===== config.mk =====
export PLATFORM = sky130hd
export DESIGN_NAME = tdm_monitor
export DESIGN_NICKNAME = d
export VERILOG_FILES = /design/src/hdl/tdm_pkg.sv /design/src/hdl/tdm_monitor.sv
export SDC_FILE = /design/constraint.sdc
export NUM_CORES = 2
export LEC_CHECK = 0
export BUFFER_PORTS_ARGS = -buffer_cell sky130_fd_sc_hd__buf_2
export CAP_MARGIN = 20
export CORE_MARGIN = 3
export CORE_UTILIZATION = 40
export DETAILED_ROUTE_END_ITERATION = 12
export GPL_ROUTABILITY_DRIVEN = 0
export GPL_TIMING_DRIVEN = 0
export PLACE_DENSITY = 0.63
export SYNTH_ARGS = -nofsm -noshare
export SYNTH_HDL_FRONTEND = slang
export SYNTH_SLANG_ARGS = --single-unit
export TNS_END_PERCENT = 30

===== constraint.sdc =====
create_clock -name clk -period 12.6 [get_ports clk]
set_input_delay 1.89 -clock clk [delete_from_list [all_inputs] [get_ports clk]]
set_output_delay 1.89 -clock clk [all_outputs]
set_load 0.05 [all_outputs]

===== src/hdl/tdm_pkg.sv =====
// Constants, types and helpers of the transmitter diagnostics monitor.
// Assumes one 25 MHz clock; temperatures and values in 0.1 degC steps.
// Behaviour
// - Present only the highest-ranked active fault class
// - Interrupts other than undervoltage report event and force alarm current unless undervoltage is present
// - Hardware faults: class 1, status, alarm, red
// - Undervoltage: class 1, below 3.6 mA, no status
// - Sensor faults: class 2, status, alarm, red flashing
// - Electronics temperature interrupt needs 3 degC overshoot
// - Sensor-limit warning raised as soon as crossed
// - Sensor-limit interrupt once overshoot exceeds 2 percent
// - Warnings: status bit, output unchanged, green LED
// - Temperature error forces fault current, survives power
// - Torn configuration: fault bit, red until reload
// - Electronics meter: 9 ambient bins, not user-resettable
// - Meters advance only in measuring mode
// - Value meter: 9 bins, clears on sensor change
// - Meters copied to NVM hourly, restored later
// - Two min/max pairs; only value pair clears
// - Simulation settings volatile, off after restart
// - Simulation replaces sensor inputs
// - No temperature simulation with internal cold junction
// - Ramp sweeps start to end, width from steps
// - Ramp steps per duration; output tracks value
package tdm_pkg;
  // ********************************************************
  // Timing
  // ********************************************************
  localparam longint unsigned CLK_HZ         = 25_000_000;
  localparam longint unsigned HOUR_S         = 3600;
  localparam longint unsigned HOUR_CYC       = CLK_HZ * HOUR_S;
  localparam longint unsigned FLASH_HALF_MS  = 250;  // 2 Hz blink
  localparam longint unsigned FLASH_HALF_CYC = CLK_HZ / 1000 * FLASH_HALF_MS;
  // ********************************************************
  // Sizes, limits and reset values
  // ********************************************************
  localparam int          VAL_W     = 16;
  localparam int          NBIN      = 9;
  localparam int          NCELL     = 2 * NBIN;
  localparam int          ET_MARGIN = 30;  // 3.0 degC
  localparam int          LIM_PCT   = 2;
  localparam int          PCT_DEN   = 100;
  localparam int          ET_BIN_LO = -400;
  localparam int          ET_BIN_HI = 850;
  localparam logic [31:0] HRS_RST   = 32'h0000_0000;
  // Status bit positions
  localparam int HS_EFAULT  = 0;
  localparam int HS_SFAULT  = 1;
  localparam int HS_W_RANGE = 2;
  localparam int HS_W_SAT   = 3;
  localparam int HS_W_PVLIM = 4;
  localparam int HS_W_ET    = 5;
  localparam int HS_W       = 6;
  localparam logic [HS_W-1:0] HS_RST = 6'h00;
  // ********************************************************
  // Types
  // ********************************************************
  typedef enum logic [1:0] {ao_meas, ao_alarm, ao_under} tdm_ao_t;
  typedef enum logic [1:0] {sim_off, sim_fixed, sim_ramp} tdm_sim_t;
  typedef enum logic [1:0] {rmp_idle, rmp_div, rmp_run} tdm_rmp_t;
  typedef enum logic [3:0] {
    flt_none, flt_ram, flt_flash, flt_wdog, flt_edef, flt_etemp,
    flt_uv, flt_cfg, flt_tlatch, flt_break, flt_short, flt_pvlim
  } tdm_flt_t;
  // ********************************************************
  // Helpers
  // ********************************************************
  // Bin 0..8: eight equal slices from lo, values at or above hi in 8
  function automatic logic [3:0] tdm_bin(input int v, input int lo, input int hi);
    int w;
    logic [3:0] b;
    w = (hi - lo) >>> 3;
    b = 4'h0;
    for (int k = 1; k < NBIN; k++) begin
      if (v >= lo + k * w) b = 4'(k);
    end
    return b;
  endfunction
  function automatic int tdm_abs(input int v);
    return (v < 0) ? -v : v;
  endfunction
endpackage


===== src/hdl/tdm_monitor.sv =====
`timescale 1ns/1ps
// Fault priority, alarm output, LED and status bits, runtime meters,
// min/max pointers and value simulation of the transmitter.
// Assumes synchronous inputs; NVM engine and HART stack sit outside.
module tdm_monitor
  import tdm_pkg::*;
#(
  parameter int              DW           = VAL_W,
  parameter longint unsigned HOUR_CYCLES  = HOUR_CYC,
  parameter longint unsigned FLASH_CYCLES = FLASH_HALF_CYC
) (
  input  logic                 clk,
  input  logic                 nrst,
  input  logic                 ram_err,
  input  logic                 flash_err,
  input  logic                 wdog_err,
  input  logic                 elec_defect,
  input  logic                 supply_low,
  input  logic                 sensor_break,
  input  logic                 sensor_short,
  input  logic                 sat_warn,
  input  logic                 meas_tick,
  input  logic signed [DW-1:0] primary_value,
  input  logic signed [DW-1:0] elec_temp,
  input  logic signed [DW-1:0] pv_lo_lim,
  input  logic signed [DW-1:0] pv_hi_lim,
  input  logic signed [DW-1:0] rng_lo,
  input  logic signed [DW-1:0] rng_hi,
  input  logic signed [DW-1:0] et_lo_lim,
  input  logic signed [DW-1:0] et_hi_lim,
  input  logic                 sensor_chg,
  input  logic                 pv_mm_clr,
  input  logic                 tc_icjc,
  input  logic                 temp_err_nv,
  input  logic                 temp_err_clr,
  input  logic                 cfg_torn,
  input  logic                 cfg_reload_ok,
  input  logic                 sim_load,
  input  tdm_sim_t             sim_pv_mode,
  input  tdm_sim_t             sim_et_mode,
  input  logic signed [DW-1:0] sim_pv_fix,
  input  logic signed [DW-1:0] sim_et_fix,
  input  logic signed [DW-1:0] rmp_start,
  input  logic signed [DW-1:0] rmp_end,
  input  logic        [DW-1:0] rmp_steps,
  input  logic        [31:0]   rmp_dur,
  input  logic                 ld_valid,
  input  logic        [4:0]    ld_idx,
  input  logic        [31:0]   ld_data,
  input  logic        [4:0]    rd_idx,
  output tdm_flt_t             flt_code_q,
  output logic        [1:0]    flt_cls_q,
  output tdm_ao_t              ao_mode_q,
  output logic signed [DW-1:0] ao_value_q,
  output logic                 led_red_q,
  output logic                 led_green_q,
  output logic     [HS_W-1:0]  hart_stat_q,
  output logic                 temp_err_q,
  output logic                 cfg_err_q,
  output logic                 sim_active_q,
  output logic signed [DW-1:0] pv_min_q,
  output logic signed [DW-1:0] pv_max_q,
  output logic signed [DW-1:0] et_min_q,
  output logic signed [DW-1:0] et_max_q,
  output logic        [31:0]   rd_hours_q,
  output logic                 sav_valid_q,
  output logic        [4:0]    sav_idx_q,
  output logic        [31:0]   sav_data_q
);
  // ********************************************************
  // Parameter checks
  // ********************************************************
  if (DW < 8 || DW > 30) $error("DW must lie in 8..30");
  if (HOUR_CYCLES < NCELL + 2 || HOUR_CYCLES >= 64'h100_0000_0000) $error("bad HOUR_CYCLES");
  if (FLASH_CYCLES < 2 || FLASH_CYCLES >= 64'h1_0000_0000) $error("bad FLASH_CYCLES");

  localparam logic signed [DW-1:0] VMAX = {1'b0, {(DW-1){1'b1}}};
  localparam logic signed [DW-1:0] VMIN = {1'b1, {(DW-1){1'b0}}};

  // ********************************************************
  // Simulation settings, volatile only
  // ********************************************************
  tdm_sim_t             sim_pv_q, sim_et_q, sim_et_d;
  logic signed [DW-1:0] rs_start_q, rmp_val_q;
  logic                 rs_up_q;
  logic        [DW-1:0] rs_n_q, rmp_w_q, rmp_n_q, quo_q, rem_q;
  logic        [31:0]   rs_dur_q, rmp_t_q;
  tdm_rmp_t             rmp_st_q;
  logic        [4:0]    div_cnt_q;
  // Internal cold junction blocks and cancels temperature simulation
  assign sim_et_d = tc_icjc ? sim_off : (sim_load ? sim_et_mode : sim_et_q);
  always_ff @(posedge clk or negedge nrst) begin
    if (!nrst) begin
      sim_pv_q <= sim_off;
      sim_et_q <= sim_off;
    end else begin
      sim_pv_q <= sim_load ? sim_pv_mode : sim_pv_q;
      sim_et_q <= sim_et_d;
    end
  end
  wire sim_act = (sim_pv_q != sim_off) || (sim_et_q != sim_off);
  wire any_rmp = (sim_pv_q == sim_ramp) || (sim_et_q == sim_ramp);

  // ********************************************************
  // Ramp generator: one divider pass, then periodic steps
  // ********************************************************
  wire          go_up  = rmp_end >= rmp_start;
  wire [DW-1:0] span   = go_up ? DW'(rmp_end - rmp_start) : DW'(rmp_start - rmp_end);
  wire [DW-1:0] dvs    = (rs_n_q == '0) ? DW'(1) : rs_n_q;
  wire [DW:0]   dtry   = {rem_q, quo_q[DW-1]};
  wire          dge    = dtry >= {1'b0, dvs};
  wire [DW-1:0] rem_nx = dge ? DW'(dtry - {1'b0, dvs}) : DW'(dtry);
  wire [DW-1:0] quo_nx = {quo_q[DW-2:0], dge};
  wire          t_end  = rmp_t_q + 32'h1 >= rs_dur_q;
  wire          wrap   = rmp_n_q >= dvs;
  wire signed [DW-1:0] step_v = rs_up_q ? rmp_val_q + $signed(rmp_w_q)
                                        : rmp_val_q - $signed(rmp_w_q);
  // Step width is the span split over the step count
  always_ff @(posedge clk or negedge nrst) begin
    if (!nrst) begin
      rmp_st_q <= rmp_idle;
      {rs_start_q, rs_up_q, rs_n_q, rs_dur_q} <= '0;
      {rmp_val_q, rmp_w_q, rmp_n_q, rmp_t_q, quo_q, rem_q, div_cnt_q} <= '0;
    end else if (sim_load) begin
      rmp_st_q   <= (sim_pv_mode == sim_ramp || sim_et_mode == sim_ramp) ? rmp_div : rmp_idle;
      rs_start_q <= rmp_start;
      rs_up_q    <= go_up;
      rs_n_q     <= rmp_steps;
      rs_dur_q   <= rmp_dur;
      quo_q      <= span;
      rem_q      <= '0;
      div_cnt_q  <= '0;
    end else begin
      case (rmp_st_q)
        rmp_div: begin
          quo_q     <= quo_nx;
          rem_q     <= rem_nx;
          div_cnt_q <= div_cnt_q + 5'h1;
          if (div_cnt_q == 5'(DW - 1)) begin
            rmp_st_q  <= rmp_run;
            rmp_w_q   <= quo_nx;
            rmp_val_q <= rs_start_q;
            rmp_n_q   <= '0;
            rmp_t_q   <= '0;
          end
        end
        rmp_run: begin
          if (!any_rmp) rmp_st_q <= rmp_idle;
          rmp_t_q <= t_end ? 32'h0 : rmp_t_q + 32'h1;
          if (t_end && wrap) begin
            rmp_val_q <= rs_start_q;
            rmp_n_q   <= '0;
          end else if (t_end) begin
            rmp_val_q <= step_v;
            rmp_n_q   <= rmp_n_q + DW'(1);
          end
        end
        default: rmp_st_q <= rmp_idle;
      endcase
    end
  end

  // ********************************************************
  // Values in use: simulation overrides the sensor inputs
  // ********************************************************
  wire signed [DW-1:0] pv_u = (sim_pv_q == sim_fixed) ? sim_pv_fix :
                              (sim_pv_q == sim_ramp) ? rmp_val_q : primary_value;
  wire signed [DW-1:0] et_u = (sim_et_q == sim_fixed) ? sim_et_fix :
                              (sim_et_q == sim_ramp) ? rmp_val_q : elec_temp;
  int pv_i, et_i, pvh_i, pvl_i, eth_i, etl_i;
  assign pv_i  = int'(pv_u);
  assign et_i  = int'(et_u);
  assign pvh_i = int'(pv_hi_lim);
  assign pvl_i = int'(pv_lo_lim);
  assign eth_i = int'(et_hi_lim);
  assign etl_i = int'(et_lo_lim);

  // ********************************************************
  // Diagnostics and priority
  // ********************************************************
  wire pv_w_lim = pv_i > pvh_i || pv_i < pvl_i;
  wire pv_int   = (pv_i - pvh_i) * PCT_DEN > tdm_abs(pvh_i) * LIM_PCT ||
                  (pvl_i - pv_i) * PCT_DEN > tdm_abs(pvl_i) * LIM_PCT;
  wire et_int   = et_i >= eth_i + ET_MARGIN || et_i <= etl_i - ET_MARGIN;
  wire et_w     = et_i > eth_i || et_i < etl_i;
  wire rng_w    = pv_u > rng_hi || pv_u < rng_lo;
  // Undervoltage is class 1 but kept out of the status bit
  wire hw1 = ram_err | flash_err | wdog_err | elec_defect | et_int | cfg_err_q | temp_err_q;
  wire p1  = hw1 | supply_low;
  wire p2  = sensor_break | sensor_short | pv_int;
  tdm_flt_t flt_d;
  assign flt_d = ram_err ? flt_ram : flash_err ? flt_flash : wdog_err ? flt_wdog :
                 elec_defect ? flt_edef : et_int ? flt_etemp : supply_low ? flt_uv :
                 cfg_err_q ? flt_cfg : temp_err_q ? flt_tlatch :
                 sensor_break ? flt_break : sensor_short ? flt_short :
                 pv_int ? flt_pvlim : flt_none;
  wire [1:0] cls_d = p1 ? 2'h1 : (p2 ? 2'h2 : 2'h0);
  tdm_ao_t ao_d;
  assign ao_d = supply_low ? ao_under : ((p1 | p2) ? ao_alarm : ao_meas);
  wire [HS_W-1:0] hs_d = {et_w, pv_w_lim, sat_warn, rng_w, p2, hw1};

  // Half-period counter for the flashing red LED
  logic [31:0] fl_cnt_q;
  logic        flash_q;
  wire         fl_end = fl_cnt_q == 32'(FLASH_CYCLES - 1);
  always_ff @(posedge clk or negedge nrst) begin
    if (!nrst) begin
      fl_cnt_q <= '0;
      flash_q  <= 1'b0;
    end else begin
      fl_cnt_q <= fl_end ? 32'h0 : fl_cnt_q + 32'h1;
      flash_q  <= flash_q ^ fl_end;
    end
  end

  // Presented fault, output mode, LED and status
  always_ff @(posedge clk or negedge nrst) begin
    if (!nrst) begin
      flt_code_q   <= flt_none;
      flt_cls_q    <= 2'h0;
      ao_mode_q    <= ao_meas;
      ao_value_q   <= '0;
      led_red_q    <= 1'b0;
      led_green_q  <= 1'b0;
      hart_stat_q  <= HS_RST;
      sim_active_q <= 1'b0;
    end else begin
      flt_code_q   <= flt_d;
      flt_cls_q    <= cls_d;
      ao_mode_q    <= ao_d;
      ao_value_q   <= pv_u;
      led_red_q    <= p1 | (p2 & flash_q);
      led_green_q  <= ~(p1 | p2);
      hart_stat_q  <= hs_d;
      sim_active_q <= sim_act;
    end
  end

  // Latched errors: the set wins over a clear in the same cycle
  always_ff @(posedge clk or negedge nrst) begin
    if (!nrst) begin
      temp_err_q <= 1'b0;
      cfg_err_q  <= 1'b0;
    end else begin
      temp_err_q <= et_int | temp_err_nv | (temp_err_q & ~temp_err_clr);
      cfg_err_q  <= cfg_torn | (cfg_err_q & ~cfg_reload_ok);
    end
  end

  // ********************************************************
  // Min/max pointer pairs
  // ********************************************************
  wire mm_clr = pv_mm_clr | sensor_chg;
  always_ff @(posedge clk or negedge nrst) begin
    if (!nrst) begin
      {pv_min_q, et_min_q} <= {VMAX, VMAX};
      {pv_max_q, et_max_q} <= {VMIN, VMIN};
    end else begin
      if (mm_clr) begin
        pv_min_q <= VMAX;
        pv_max_q <= VMIN;
      end else if (meas_tick) begin
        pv_min_q <= (pv_u < pv_min_q) ? pv_u : pv_min_q;
        pv_max_q <= (pv_u > pv_max_q) ? pv_u : pv_max_q;
      end
      if (meas_tick) begin
        et_min_q <= (et_u < et_min_q) ? et_u : et_min_q;
        et_max_q <= (et_u > et_max_q) ? et_u : et_max_q;
      end
    end
  end

  // ********************************************************
  // Runtime meters: cells 0..8 ambient, 9..17 primary value
  // ********************************************************
  logic [39:0] hr_cnt_q;
  logic [31:0] hrs_q [NCELL];
  logic [31:0] hrs_d [NCELL];
  logic [4:0]  sav_ptr_q;
  logic        sav_run_q;
  wire         hr_tick = !sim_act && hr_cnt_q == 40'(HOUR_CYCLES - 1);
  wire [3:0]   et_bin  = tdm_bin(int'(elec_temp), ET_BIN_LO, ET_BIN_HI);
  wire [3:0]   pv_bin  = tdm_bin(int'(primary_value), pvl_i, pvh_i);
  // Restore beats a clear, which beats the hourly increment
  for (genvar i = 0; i < NCELL; i++) begin : g_cell
    wire hit = (i < NBIN) ? (4'(i) == et_bin) : (4'(i - NBIN) == pv_bin);
    assign hrs_d[i] = (ld_valid && ld_idx == 5'(i)) ? ld_data :
                      (sensor_chg && i >= NBIN) ? HRS_RST :
                      (hr_tick && hit) ? hrs_q[i] + 32'h1 : hrs_q[i];
  end
  // Hour timer stops during simulation so hours are not credited
  always_ff @(posedge clk or negedge nrst) begin
    if (!nrst) begin
      hr_cnt_q <= '0;
    end else if (!sim_act) begin
      hr_cnt_q <= hr_tick ? 40'h0 : hr_cnt_q + 40'h1;
    end
  end
  always_ff @(posedge clk or negedge nrst) begin
    if (!nrst) begin
      for (int i = 0; i < NCELL; i++) hrs_q[i] <= HRS_RST;
    end else begin
      for (int i = 0; i < NCELL; i++) hrs_q[i] <= hrs_d[i];
    end
  end
  // Hourly save sweep, one cell per cycle, after the increment
  always_ff @(posedge clk or negedge nrst) begin
    if (!nrst) begin
      {sav_run_q, sav_ptr_q, sav_valid_q, sav_idx_q, sav_data_q} <= '0;
      rd_hours_q <= HRS_RST;
    end else begin
      sav_valid_q <= sav_run_q;
      sav_idx_q   <= sav_ptr_q;
      sav_data_q  <= (sav_ptr_q < 5'(NCELL)) ? hrs_q[sav_ptr_q] : HRS_RST;
      sav_run_q   <= hr_tick | (sav_run_q && sav_ptr_q != 5'(NCELL - 1));
      sav_ptr_q   <= sav_run_q ? sav_ptr_q + 5'h1 : 5'h0;
      rd_hours_q  <= (rd_idx < 5'(NCELL)) ? hrs_q[rd_idx] : HRS_RST;
    end
  end
endmodule


-- After elaboration in Yosys (flattened, before gate mapping)
Cells that the tools add are included.
- add/subtract/negate cells: 44
- multipliers: 6
- $lt $le $gt $ge: 40
- equality and inequality tests: 49
- multiplexer cells: 127
- bitwise gates (word level): 26
- reductions and logical operators: 86
- operators by type and width (kind ; count):
    $mux W32 ; 54
    $add A32 B1 Y32 const B ; 20
    $mux W16 ; 24
    $bmux W32 S5 ; 2
    $gt A16 B16 Y1 ; 5
    $lt A16 B16 Y1 ; 5
    $mux W4 ; 19
    $ge A16 B17 Y1 ; 4
    $gt A25 B32 Y1 ; 2
    $pmux W16 S2 ; 2
    $pmux W32 S2 ; 1
    $sub A16 B16 Y16 ; 4
    $mux W31 ; 2
    $neg A16 Y31 ; 2
    $add A16 B18 Y19 ; 3
    $ge A16 B19 Y1 ; 3
    $sub A16 B16 Y17 ; 3
    $ge A16 B11 Y1 const B ; 3
    $mul A17 B6 Y23 const B ; 2
    $eq A5 B4 Y1 const B ; 9
    $add A40 B1 Y40 const B ; 1
    $eq A40 B37 Y1 const B ; 1
    $mux W40 ; 1
    $logic_and A1 B1 Y1 ; 39
    56 further kinds ; 167
- bits in registers: 1012
- input bits: 306
- output and inout bits: 169
- logic and storage cells: 433

-- Longest topological paths before layout
- depth in word-level cells: 18
- gate-level depth with buffers: 45
- gate-level depth less buffers: 41

-- Worst setup path before layout
Ideal clock, no wire load.
- kind: input port to flip-flop
- from: input port pv_lo_lim[1]
- to: register hrs_q[148] (netlist bit)
- setup time: 121 ps
- data arrival time: 9917 ps
- data required time: 12479 ps
- setup slack: 2562 ps
- stages: 41
- buffers on the path: 3
- cells stage by stage: clkbuf_1 > inv_1 > ha_1 > a21o_1 > a21o_1 > a21oi_1 > o21bai_1 > a21oi_1 > o21ai_0 > a41oi_1 > nor2b_1 > nor2b_1 > nor2_1 > o21bai_1 > xor2_1 > ha_1 > ha_1 > a21oi_1 > (+5 left out) > clkbuf_1 > nand4_1 > nand4b_1 > a21oi_1 > xor2_1 > ha_1 > a21o_1 > nand2_1 > nand3b_1 > a2111oi_0 > o2111ai_1 > o311ai_0 > nand4_2 > or4_1 > clkbuf_1 > or3_1 > xnor2_1 > a22o_1
- longest elaborated chain between the ends: 14
- elaborated cells between the ends (all ways): 32
- classes of those cells: add/sub (9); mul (4); order compare (8); eq/ne (1); mux (8); reduce/logical (2)
- ends and longest elaborated chain (what ; RTL line ; RTL):
    start: declaration ; tdm_monitor.sv:25 ; input logic signed [DW-1:0] pv_lo_lim,
    branches (longest 10 deep; another with $add A16 B17 Y18) ; -- ;
    $mux W4 (*) ; tdm_pkg.sv:75 ; if (v >= lo + k * w) b = 4'(k);
    $eq A3 B4 Y1 (*) ; tdm_monitor.sv:286 ; wire hit = (i < NBIN) ? (4'(i) == et_bin) : (4'(i - NBIN) == pv_bin);
    $logic_and A1 B1 Y1 (*) ; tdm_monitor.sv:289 ; (hr_tick && hit) ? hrs_q[i] + 32'h1 : hrs_q[i];
    $reduce_bool A3 Y1 (no source line) (*) ; -- ;
    end: declaration ; tdm_monitor.sv:277 ; logic [31:0] hrs_q [NCELL];
Every way passes the cells marked *.
A chain may end at the register's enable or synchronous reset.

-- Worst setup path after layout
- from: input port pv_lo_lim[2]
- to: register hrs_q[177] (netlist bit)
- longest elaborated chain between the ends: 14
- elaborated cells between the ends (all ways): 32
- classes of those cells: add/sub (9); mul (4); order compare (8); eq/ne (1); mux (8); reduce/logical (2)
- ends and longest elaborated chain (what ; RTL line):
    branches (longest 10 deep; another with $add A16 B17 Y18) ; --
    $mux W4 (*) ; tdm_pkg.sv:75
    $eq A2 B4 Y1 (*) ; tdm_monitor.sv:286
    $logic_and A1 B1 Y1 (*) ; tdm_monitor.sv:289
    $reduce_bool A3 Y1 (no source line) (*) ; --
Marks and branches as above.

==> impl_metrics.json <==
{
  "status": "finished, final reports clean",
  "syn_inst": 9768,
  "final_nets": 11560,
  "grt_max_degree": 162,
  "fin_hold_ws_ps": 462.2,
  "io_pins": 475,
  "p_sw_mw": 8.377,
  "switching_share_pct": 44.27,
  "synth_edf_count": 0,
  "drt_first_pass_iters": 10,
  "power_density_nw_per_um2": 195.0,
  "antenna_found_initial": 82,
  "grt_pass1_vias": 78860,
  "async_flop_share_pct": 100.0,
  "cellLeakagePower_nw": 42.94,
  "post_drt_wl_per_cell_um": 25.88,
  "combPwrFrac_pct": 57.2,
  "totalWireLength_mm": 346.2,
  "fmax_ghz": 0.08357,
  "cts_tree": "yes",
  "critical_path_depth": 42,
  "cts.sinks": 1012,
  "cts_hold_buf": 0,
  "dieArea_um2": 219800,
  "io_buffers": 430,
  "slew_headroom_pct": 14.40,
  "synth_seq_cells": 1012,
  "htreeDepth": 3,
  "seq_area_frac_synth_pct": 29.60,
  "worstPathRequired_ps": 13270,
  "power.share.sequential_pct": 21.9,
  "tightestPinTransition_ps": 1284,
  "fin_cells": 13380,
  "peakVddDrop_mv": 0.3374,
  "slowest_delay_ps": 760,
  "start_util_pct": 40.33,
  "grt_pass1_wl_mm": 508.9,
  "slowest_stage": "o21ai_1",
  "tns_ps": 0,
  "cts_root_buf": "clkbuf_16",
  "crit_buf_inv": 4,
  "avgSynthCellArea_um2": 8.774,
  "hold_path.class": "flop to flop",
  "yosysWarnings": 0,
  "power_mw": 18.92,
  "post-route-min-period_ps": 11970,
  "synth_flop_cell": "dfrtp_1",
  "min_path_cells": 1,
  "clk_pin_slew_worst_paths_ps": 70,
  "pwr-share-clk_pct": 20.9,
  "cp-end-kind": "flop",
  "row_count": 169,
  "ant_nets": 0,
  "internal_power_mw": 10.54,
  "path_delay_family": "compound AO/OA/AOI/OAI gates",
  "initialDrtViolationCount": 9863,
  "period_share_pct": 94.97,
  "r2r_cells": 32,
  "area_delta_synth_final_pct": 13.22,
  "drc_errors": 0,
  "die_w_um": 468.9,
  "rsz0062_at_grt": "no",
  "synth_cell_types": 108,
  "dp_slack_ps": -340.9,
  "cp_max_fo": 9,
  "drive_above_1_share_pct": 11.95,
  "clock_latency_ps": 850,
  "core_um2": 212500,
  "cap_viol_max_count": 0,
  "crit_path_start_kind": "primary input",
  "vias": 81820,
  "crit_path_frequent_cell": "ha_1",
  "slew_viol_final": 0,
  "via_per_inst": 6.115,
  "syn_area_um2": 85700,
  "overflow": 0,
  "clockBufferDepth": 3,
  "hpwl_mm": 266.7,
  "critPathArrivalTime_ps": 12630,
  "grt.total_usage_pct": 30.82,
  "place_inst": 13090,
  "fin_skew_ps": 112.0,
  "hold_viol": 0,
  "critPathKind": "primary input to flop",
  "cts_buffers": 119,
  "finalSetupViolCount": 0,
  "chipHeight_um": 468.9,
  "layout_setup_ws_ps": 633.6
}
cells in the final DEF (no fill, tap or decap), drive strengths merged, types with 47 or more instances in the layout:
cell type and instances:
buf 601, xor2 365, nor4 51, diode 51
inv 667, mux2 104, ha 772, a21oi 880
o31ai 64, and3 183, a21o 174, nor3 98
a211oi 52, nor2b 87, nand2b 78, fa 78
clkbuf 528, o22ai 47, o21bai 48, o21a 65
a31oi 53, nand2 1084, mux2i 255, o21ai 767
nand4 160, nand3 349, mux4 268, nor2 679
xnor2 419, dfrtp 980
worst paths after layout:
check / start / endpoint / slack (ps)
max: pv_lo_lim[2] / hrs_q[177]$_DFFE_PN0P_ / 630
min: fl_cnt_q[0]$_DFF_PN0_ / fl_cnt_q[0]$_DFF_PN0_ / 460
max reg2reg: sim_pv_q[1]$_DFFE_PN0P_ / led_red_q$_DFF_PN0_ / 2690
min reg2reg: fl_cnt_q[0]$_DFF_PN0_ / fl_cnt_q[0]$_DFF_PN0_ / 460
max in group asynchronous: nrst / rem_q[10]$_DFFE_PN0P_ / 9270
min in group asynchronous: nrst / hrs_q[521]$_DFFE_PN0P_ / 980
Yosys cell counts (87+ instances only):
master | number | area share, %
nand2_1 | 1084 | 4.7
dfrtp_1 | 980 | 29
a21oi_1 | 878 | 5.1
ha_1 | 772 | 11
o21ai_0 | 751 | 4.4
nor2_1 | 673 | 2.9
inv_1 | 657 | 2.9
xnor2_1 | 417 | 4.3
clkbuf_1 | 366 | 1.6
xor2_1 | 365 | 3.7
nand3_1 | 349 | 2.0
mux4_2 | 268 | 7.0
mux2i_1 | 255 | 3.0
and3_1 | 183 | 1.3
a21o_1 | 174 | 1.5
nand4_1 | 157 | 1.1
mux2_2 | 103 | 1.4
nor3_1 | 88 | 0.51
nor2b_1 | 87 | 0.64
power groups by stage:
| stage | clock network (mW) | logic, mW | registers, mW |
|---|---|---|---|
| after floorplan | 0 | 7.52 | 4.37 |
| after global placement | 0 | 10.2 | 4.16 |
| after detailed placement | 0 | 10.5 | 4.17 |
| after CTS | 3.98 | 10.6 | 4.12 |
| after global routing | 4.11 | 12.1 | 4.17 |
| final | 3.95 | 10.8 | 4.14 |
final cells by class:
cell class / instances / area [µm²]
diodes: 51 / 127.6
plain buffers: 468 / 1884
clock buffers: 159 / 3338
clock inverters: 63 / 1094
fillers: 20410 / 115500
inverters: 662 / 2487
multi-input cells: 7641 / 56090
flip-flops and latches: 1012 / 25360
well taps: 2821 / 3530
repair buffers: 502 / 3115
cell families (layout without fill, tap and decap cells):
kind of cell | after synthesis | after routing | synth area share [%]
AOI/OAI and AO/OA | 2404 | 2404 | 16.53
xor gates and xnor gates | 784 | 784 | 8.030
adders and majority gates | 868 | 868 | 13.31
buffers and inverters | 1130 | 1854 | 5.075
DFF | 1012 | 1012 | 29.60
muxes | 627 | 627 | 11.39
other | 1 | 67 | 0.004376
and+or+nand+nor | 2942 | 2942 | 16.06
metal layers:
metal  track usage [%]  share of wire, %  vias to the layer above
met3             11.39                12                     1236
met1             37.55                38                    39570
met4             19.39               7.5                       54
met2             46.00                42                     4886
met5                 0              0.10                        -
li1                  -                 -                    36070
metrics by stage:
stage	utilization, %	area (µm²)
2_1_floorplan	-	85760
3_3_place_gp	43.03	91440
3_5_place_dp	43.42	92270
4_1_cts	45.50	96700
5_1_grt	45.62	96940
6_report	45.66	97030
state kept, by name, indices dropped and copies added, names as in the netlist, 32 cells and up:
register	flops
fl_cnt_q	32
hr_cnt_q	40
hrs_q	576
rd_hours_q	32
rmp_t_q	32
rs_dur_q	32
sav_data_q	32
what timing repair did:
action                     4_1_cts  5_1_grt
setup endpoints to repair        0       37
buffers inserted                 0        2
resized for setup                0        4
No activity file was read; power rests on OpenSTA's default activity.
